File: src/common/bp_defs.svh
`ifndef BP_DEFS_SVH
`define BP_DEFS_SVH
`define ADDR_W        32
`define HIST_ENTRIES  16
`define HIST_IDX_W    4
`define CTR_W         2
`define CTR_INIT      2'h2
`define CTR_TAKEN_MIN 2'h2
`define SPIN_GUARD_CYC 4
`endif

File: src/common/bp_pkg.sv
package bp_pkg;
  typedef enum logic [2:0] {
    BR_NONE, BR_UNCOND, BR_COND, BR_INDIRECT, BR_IND_CALL, BR_SPIN_HINT
  } br_kind_t;
  typedef enum logic [1:0] {
    VAR_DIRECTION, VAR_DYN_COND, VAR_NO_STATIC
  } variant_t;
  typedef struct packed {
    logic        valid;
    br_kind_t    kind;
    logic [31:0] pc;
    logic [31:0] target;
  } fetch_br_t;
  typedef struct packed {
    logic        valid;
    logic [31:0] pc;
    logic [31:0] target;
    logic        taken;
  } resolve_t;
  typedef struct packed {
    logic        valid;
    logic        taken;
    logic        from_static;
    logic        from_history;
    logic [31:0] next_pc;
  } predict_t;
endpackage

File: src/core/static_dir.sv
`timescale 1ns/100ps
`include "bp_defs.svh"
module static_dir
  import bp_pkg::*;
#(
  parameter variant_t VARIANT = VAR_DIRECTION
) (
  input  wire br_kind_t    kind,
  input  wire logic [31:0] pc,
  input  wire logic [31:0] target,
  output logic             use_static,
  output logic             taken
);
  function automatic logic is_backward(input logic [31:0] p, input logic [31:0] t);
    return t <= p;
  endfunction

  always_comb begin
    use_static = 1'b0;
    taken      = 1'b0;
    if (VARIANT != VAR_NO_STATIC) begin
      unique case (kind)
        BR_UNCOND: begin
          use_static = 1'b1;
          taken      = 1'b1;
        end
        BR_INDIRECT, BR_IND_CALL: begin
          use_static = 1'b1;
          taken      = 1'b0;
        end
        BR_COND: begin
          if (VARIANT == VAR_DIRECTION) begin
            use_static = 1'b1;
            taken      = is_backward(pc, target);
          end
        end
        BR_NONE, BR_SPIN_HINT: begin
          use_static = 1'b0;
        end
        default: begin
          use_static = 1'b0;
        end
      endcase
    end
  end
endmodule // static_dir

File: src/core/target_history_buffer.sv
`timescale 1ns/100ps
`include "bp_defs.svh"
module target_history_buffer
  import bp_pkg::*;
#(
  parameter int ENTRIES = `HIST_ENTRIES,
  parameter int IDX_W   = `HIST_IDX_W
) (
  input  wire logic        clk,
  input  wire logic        rst_n,
  input  wire logic [31:0] look_pc,
  output logic             hit,
  output logic             hit_taken,
  output logic [31:0]      hit_target,
  input  wire resolve_t    upd,
  input  wire logic        upd_cond
);
  logic                        vld_reg  [ENTRIES];
  logic [31:0]                 tag_reg  [ENTRIES];
  logic [31:0]                 tgt_reg  [ENTRIES];
  logic [`CTR_W-1:0]           ctr_reg  [ENTRIES];
  logic                        vld_next [ENTRIES];
  logic [31:0]                 tag_next [ENTRIES];
  logic [31:0]                 tgt_next [ENTRIES];
  logic [`CTR_W-1:0]           ctr_next [ENTRIES];

  function automatic logic [IDX_W-1:0] idx_of(input logic [31:0] a);
    return a[IDX_W+1:2];
  endfunction

  logic [IDX_W-1:0] li;
  logic [IDX_W-1:0] ui;
  logic             upd_hit;

  assign li         = idx_of(look_pc);
  assign ui         = idx_of(upd.pc);
  assign hit        = vld_reg[li] && (tag_reg[li] == look_pc);
  assign hit_taken  = ctr_reg[li] >= `CTR_TAKEN_MIN;
  assign hit_target = tgt_reg[li];
  assign upd_hit    = vld_reg[ui] && (tag_reg[ui] == upd.pc);

  always_comb begin
    vld_next = vld_reg;
    tag_next = tag_reg;
    tgt_next = tgt_reg;
    ctr_next = ctr_reg;
    if (upd.valid) begin
      if (upd_hit) begin
        tgt_next[ui] = upd.taken ? upd.target : tgt_reg[ui];
        if (!upd_cond) begin
          ctr_next[ui] = 2'h3;
        end else if (upd.taken && ctr_reg[ui] != 2'h3) begin
          ctr_next[ui] = ctr_reg[ui] + 2'h1;
        end else if (!upd.taken && ctr_reg[ui] != 2'h0) begin
          ctr_next[ui] = ctr_reg[ui] - 2'h1;
        end
      end else if (upd.taken) begin
        // Only taken branches claim an entry; evicting the old one is the cost
        vld_next[ui] = 1'b1;
        tag_next[ui] = upd.pc;
        tgt_next[ui] = upd.target;
        ctr_next[ui] = `CTR_INIT;
      end
    end
  end

  always_ff @(posedge clk or negedge rst_n) begin
    if (!rst_n) begin
      for (int i = 0; i < ENTRIES; i++) begin
        vld_reg[i] <= 1'b0;
        tag_reg[i] <= 32'h0;
        tgt_reg[i] <= 32'h0;
        ctr_reg[i] <= 2'h0;
      end
    end else begin
      vld_reg <= vld_next;
      tag_reg <= tag_next;
      tgt_reg <= tgt_next;
      ctr_reg <= ctr_next;
    end
  end
endmodule // target_history_buffer

File: src/core/static_branch_predictor.sv
`timescale 1ns/100ps
`include "bp_defs.svh"
////////////////////////////////////////////////////////////////////////////////
// Overview of operation
// - Branches missing in the history buffer use the static heuristic unless the variant predicts them dynamically.
// - Static: unconditional branches predicted taken.
// - Static: indirect branches and calls predicted not taken, fall-through.
// - Direction variant: backward conditional branches predicted taken.
// - Direction variant: forward conditional branches predicted not taken.
// - Dynamic variant: every conditional branch predicted dynamically, even first time.
// - Newest variant: no static heuristic at all.
// - Never-taken conditional branches get no history entry.
// - Taken branches allocate entries, consuming capacity.
// - Backward branch missing first pass: no buffer prediction, static taken.
// - Spin-wait hint is predicted exactly as a no-operation.
// - Spin-wait hint marks a polling loop, lowering order-violation detection.
// - Without the hint a loop exit may flag an order violation.
////////////////////////////////////////////////////////////////////////////////
module static_branch_predictor
  import bp_pkg::*;
#(
  parameter variant_t VARIANT = VAR_DIRECTION,
  parameter int       ENTRIES = `HIST_ENTRIES,
  parameter int       IDX_W   = `HIST_IDX_W
) (
  input  wire logic      clk,
  input  wire logic      rst_n,
  input  wire fetch_br_t fetch,
  input  wire logic      dyn_taken,
  input  wire resolve_t  resolve,
  input  wire logic      resolve_cond,
  input  wire logic      loop_exit,
  input  wire logic      order_hazard,
  output predict_t       pred,
  output logic           order_flush
);
  ////////////////////////////////////////////////////////////////////////////
  logic        hit;
  logic        hit_taken;
  logic [31:0] hit_target;
  logic        use_static;
  logic        st_taken;

  target_history_buffer #(
    .ENTRIES (ENTRIES),
    .IDX_W   (IDX_W)
  ) u_hist (
    .clk        (clk),
    .rst_n      (rst_n),
    .look_pc    (fetch.pc),
    .hit        (hit),
    .hit_taken  (hit_taken),
    .hit_target (hit_target),
    .upd        (resolve),
    .upd_cond   (resolve_cond)
  );

  static_dir #(
    .VARIANT (VARIANT)
  ) u_static (
    .kind       (fetch.kind),
    .pc         (fetch.pc),
    .target     (fetch.target),
    .use_static (use_static),
    .taken      (st_taken)
  );

  ////////////////////////////////////////////////////////////////////////////
  // Prediction stage
  predict_t pred_reg;
  predict_t pred_next;
  logic     taken_c;
  logic     stat_c;
  logic     hist_c;

  always_comb begin
    taken_c = 1'b0;
    stat_c  = 1'b0;
    hist_c  = 1'b0;
    if (fetch.kind == BR_SPIN_HINT || fetch.kind == BR_NONE) begin
      // A hint sharing a slot with a stored branch must not claim its history
      taken_c = 1'b0;
    end else if (hit) begin
      taken_c = hit_taken;
      hist_c  = 1'b1;
    end else if (use_static) begin
      taken_c = st_taken;
      stat_c  = 1'b1;
    end else begin
      // Conditional under dynamic variants, or everything with no heuristic
      taken_c = dyn_taken;
    end
    pred_next.valid        = fetch.valid;
    pred_next.taken        = fetch.valid && taken_c;
    pred_next.from_static  = fetch.valid && stat_c;
    pred_next.from_history = fetch.valid && hist_c;
    if (fetch.valid && taken_c) begin
      pred_next.next_pc = hist_c ? hit_target : fetch.target;
    end else begin
      pred_next.next_pc = fetch.pc + 32'h4;
    end
  end

  always_ff @(posedge clk or negedge rst_n) begin
    if (!rst_n) begin
      pred_reg <= '0;
    end else begin
      pred_reg <= pred_next;
    end
  end

  assign pred = pred_reg;

  ////////////////////////////////////////////////////////////////////////////
  // Spin-wait guard: a recent hint suppresses order-violation flush on exit
  logic [2:0] guard_reg;
  logic [2:0] guard_next;
  logic       flush_reg;
  logic       flush_next;

  always_comb begin
    guard_next = (guard_reg != 3'h0) ? guard_reg - 3'h1 : 3'h0;
    if (fetch.valid && fetch.kind == BR_SPIN_HINT) begin
      guard_next = 3'(`SPIN_GUARD_CYC);
    end
    // Exit with no hint in the last SPIN_GUARD_CYC cycles pays the full recovery flush
    flush_next = loop_exit && order_hazard && (guard_reg == 3'h0);
  end

  always_ff @(posedge clk or negedge rst_n) begin
    if (!rst_n) begin
      guard_reg <= 3'h0;
      flush_reg <= 1'b0;
    end else begin
      guard_reg <= guard_next;
      flush_reg <= flush_next;
    end
  end

  assign order_flush = flush_reg;
endmodule // static_branch_predictor

File: config.mk
export PLATFORM = sky130hd
export DESIGN_NAME = static_branch_predictor
export DESIGN_NICKNAME = d
export VERILOG_FILES = /design/src/common/bp_pkg.sv /design/src/core/static_dir.sv /design/src/core/target_history_buffer.sv /design/src/core/static_branch_predictor.sv
export VERILOG_INCLUDE_DIRS = /design/src /design/src/common
export SDC_FILE = /design/constraint.sdc
export NUM_CORES = 2
export LEC_CHECK = 0
export ABC_CLOCK_PERIOD_IN_PS = 5100
export BUFFER_PORTS_ARGS = -buffer_cell sky130_fd_sc_hd__buf_4
export CAP_MARGIN = 20
export CELL_PAD_IN_SITES_DETAIL_PLACEMENT = 1
export CELL_PAD_IN_SITES_GLOBAL_PLACEMENT = 2
export CORE_MARGIN = 10
export CORE_UTILIZATION = 40
export DETAILED_ROUTE_END_ITERATION = 16
export GPL_TIMING_DRIVEN = 0
export PLACE_DENSITY_LB_ADDON = 0.1
export SYNTH_ARGS = -nofsm -noshare
export SYNTH_HDL_FRONTEND = slang
export SYNTH_SLANG_ARGS = --single-unit
export TNS_END_PERCENT = 5
File: constraint.sdc
create_clock -name clk -period 5.1 [get_ports clk]
set_clock_uncertainty 0.1 [all_clocks]
set_input_delay 0.51 -clock clk [delete_from_list [all_inputs] [get_ports clk]]
set_output_delay 0.51 -clock clk [all_outputs]
set_load 0.01 [all_outputs]
==> results.md <==
* H-tree levels at 4
* Grt total ovfl at 0
* Final Setup Violations at 485
* Final wirelength at 271300 um
* Io pins at 177
* Crit path cell chain: buf_4, buf_6, buf_4, buf_4, mux2i_1, a22oi_1, mux2_2, a2bb2oi_1, o22ai_1, and4b_2, nand4_1, and3_1, clkbuf_1, clkbuf_2, mux2_2
* Largest net degree at the start of global routing at 174
* # DRC at 0
* Dominant cells by area after synthesis: dfrtp_1 (45%), mux4_2 (19%), mux2_2 (19%)
* DR vias at 42720
* Clk sinks at 1112
* Final worst path period share at 102.8%
* Outcome: finished with violations
* Failing checks: setup timing
* Fmax at 190.7 MHz
* Final Instance Area at 0.07174 mm^2
* Post-synth ARST share at 100.0%
* Vias per inst at 6.365
* Row count at 143
* Post-DP HPWL at 198200 um
* Dominant synthesized flop cell: dfrtp_1
* DP Area at 0.06602 mm^2
* PortBufs at 158
* Starting Density at 40.31%
* Min-Delay Path Depth at 3
* Final Hold Fails at 0
* WP buf/inv at 6
* Max-cap viol count at 0
* Routed Antenna Nets at 0
* Sequential fraction of the synthesis area at 45.34%
* CP Capture Type: flop
* P per Cell Area at 395.2 mW/mm^2
* Worst Reg2Reg Path Length in Cells at 12
* Post-Syn Nets at 4373
* Synth Instances at 4196
* Die Wd at 411.7 um
* P_leak at 30.74 nW
* Synth Area per Inst at 14.63 um^2
* Initial DRC Count at 3851
* Worst EP arrival at 5.80 ns
* Fin cells at 6712
* Gr usage total at 31.69%
* Clock buffer depth at 3
* Die footprint at 0.1695 mm^2
* First drt pass iteration count at 5
* Gpl congestion at 1.002
* Core footprint at 0.1523 mm^2
* Top cell type by total area after synthesis: dfrtp_1
* Post-route setup slack at -0.1452 ns
* Skew-Pair Late Insertion Delay at 0.78 ns
* First-pass GRT wire length at 374300 um
* CP required at 5.65 ns
* YS warnings at 0
* Clock root buffer: clkbuf_16
* Post-synth top area share at 45.34%
* Worst IR Drop VDD at 0.0003493 V
* Post-synth EDFFs at 0
* CTS tree: done
* Final Net Count at 4753
* HP Class: in -> reg
* CTS buffer count at 137
* Vias in the first global route at 44730
* Most common cell in the synthesized netlist: dfrtp_1
* Area Overhead vs Synth at 16.88%
* Slowest cell delay on critical path at 0.64 ns
* Initial antenna violation count at 18
* Max Slew Vio Count at 0
* Worst-path clk slew at 0.05 ns
* Most used cell, CP: buf_4
* Critical Path Slowest Stage Cell: mux2i_1
* Die Y at 411.7 um
* Tmin final at 5.245 ns
* Rel. slew slack at 21.18%
* Cell area after synthesis at 0.06138 mm^2
* Most frequent cells after synthesis: dfrtp_1 (1112), mux2_2 (1039), mux4_2 (528)
* Routed WL per cell at 40.42 um
* Crit path launch type: primary input
* WS Path Type: in -> reg
* Unique masters post-synth at 80
* Max FO, Critical Path at 10
* Layout cells sized above 1 at 49.85%
* Levels on crit path at 15
* Flops & latches, synth at 1112
* Worst slew pin tran at 1.182 ns
* Placed Cells at 6435
* Top Family by Delay on Critical Path: buffers and inverters
==> path summary, 6_finish.rpt <==
kind / start / end / slack (ns)
worst max-delay path: resolve[36] / u_hist.tag_reg[370] / -0.15
worst min-delay path: fetch[58] / pred[26] / 0.06
worst max register to register: u_hist.tag_reg[143] / u_hist.tag_reg[248] / 0.05
worst min register to register: u_hist.tag_reg[292] / u_hist.tag_reg[292] / 0.36
max in group asynchronous: rst_n / u_hist.tgt_reg[14] / 2.46
min in group asynchronous: rst_n / u_hist.tag_reg[508] / 0.25
==> timing repair <==
action / in CTS / in global routing
setup endpoints to repair: 1106 / 559
hold endpoints to repair: 156 / 0
hold buffers: 23 / 0
pin swaps: 4 / 0
gates resized for setup: 215 / 41
setup buffers: 8 / 0
cloned: 0 / 0
==> worst reg2reg max path: cells and delay by family (launching register included) <==
family,cells,cell delay [ns]
AND/OR/NAND/NOR,3,0.99
buffers and inverters,3,1.01
flip-flops,1,0.40
AO/OA/AOI/OAI,3,0.79
multiplexers,3,1.63
==> layer usage <==
layer	wire length (um)	global-route usage, %	up-vias	share of wire (%)
met5	53	0	-	0.020
met4	19700	19.43	8	7.3
met3	18360	6.473	612	6.8
met2	126200	50.03	1782	47
met1	107000	39.94	23400	39
li1	-	-	16920	-
==> layout make-up <==
class,instances,area (um^2)
antenna,6,15.01
buffer,383,2218
clock buffer,203,4111
clock inverter,36,471.7
fill,14980,80520
inverter,54,202.7
multi-input combinational,2645,31940
sequential,1112,27830
tap,2030,2540
timing repair buffer,243,2416
==> layout by cell type (no fill, tap or decap), types with 16 or more instances in the layout <==
| cell type | Yosys | routed |
|---|---|---|
| clkbuf_2 | 0 | 38 |
| inv_1 | 49 | 49 |
| nand3_1 | 46 | 45 |
| mux4_2 | 528 | 528 |
| nand4_1 | 32 | 32 |
| nor4_1 | 21 | 19 |
| nor2b_1 | 32 | 30 |
| o21ai_0 | 24 | 23 |
| a21oi_1 | 42 | 41 |
| buf_6 | 13 | 28 |
| nor3_1 | 50 | 39 |
| clkbuf_4 | 0 | 16 |
| dfrtp_1 | 1112 | 1112 |
| mux2i_1 | 219 | 209 |
| ha_1 | 37 | 37 |
| and2_1 | 30 | 30 |
| clkbuf_1 | 189 | 167 |
| a22o_1 | 20 | 20 |
| xnor2_1 | 72 | 70 |
| buf_4 | 20 | 253 |
| nor2_1 | 50 | 44 |
| a22oi_1 | 47 | 40 |
| mux2_2 | 1039 | 1039 |
| dlygate4sd3_1 | 0 | 23 |
| buf_2 | 131 | 56 |
| clkbuf_16 | 0 | 141 |
| or2_2 | 29 | 29 |
| and3_1 | 24 | 24 |
| clkinv_2 | 0 | 17 |
| nand2b_1 | 31 | 31 |
| buf_8 | 0 | 41 |
| clkbuf_8 | 0 | 35 |
| nand2_1 | 79 | 79 |
==> power breakdown <==
part	switching, mW	total [mW]	internal (mW)
clock	4.09	10.1	6.02
combinational	3.13	6.53	3.40
sequential	1.25	11.7	10.5
total	8.46	28.4	19.9
==> through the flow <==
| stage | hold WS, ns | setup slack, ns | power (mW) | setup TNS [ns] | utilization [%] |
|---|---|---|---|---|---|
| floorplan | 0.1144 | 0.1585 | 15.52 | 0 | - |
| global placement | 0.3431 | -10.88 | 17.85 | - | 42.76 |
| detailed placement | 0.3499 | -2.708 | 18.14 | -2398.47 | 43.36 |
| CTS | 0.02468 | -0.04447 | 28.36 | -0.04447 | 46.98 |
| global route | 0.03747 | -0.008900 | 29.35 | -0.008900 | 47.10 |
| finish | 0.05874 | -0.1452 | 28.35 | -24.61 | 47.11 |
==> kinds of logic after synthesis <==
logic type | synth area share [%]
mux | 42.10
fa+ha+maj | 0.7543
buf+inv | 3.233
flops | 45.34
simple gates | 4.348
xor+xnor | 1.127
compound gates | 3.095
No activity file was read; power rests on OpenSTA's default activity.
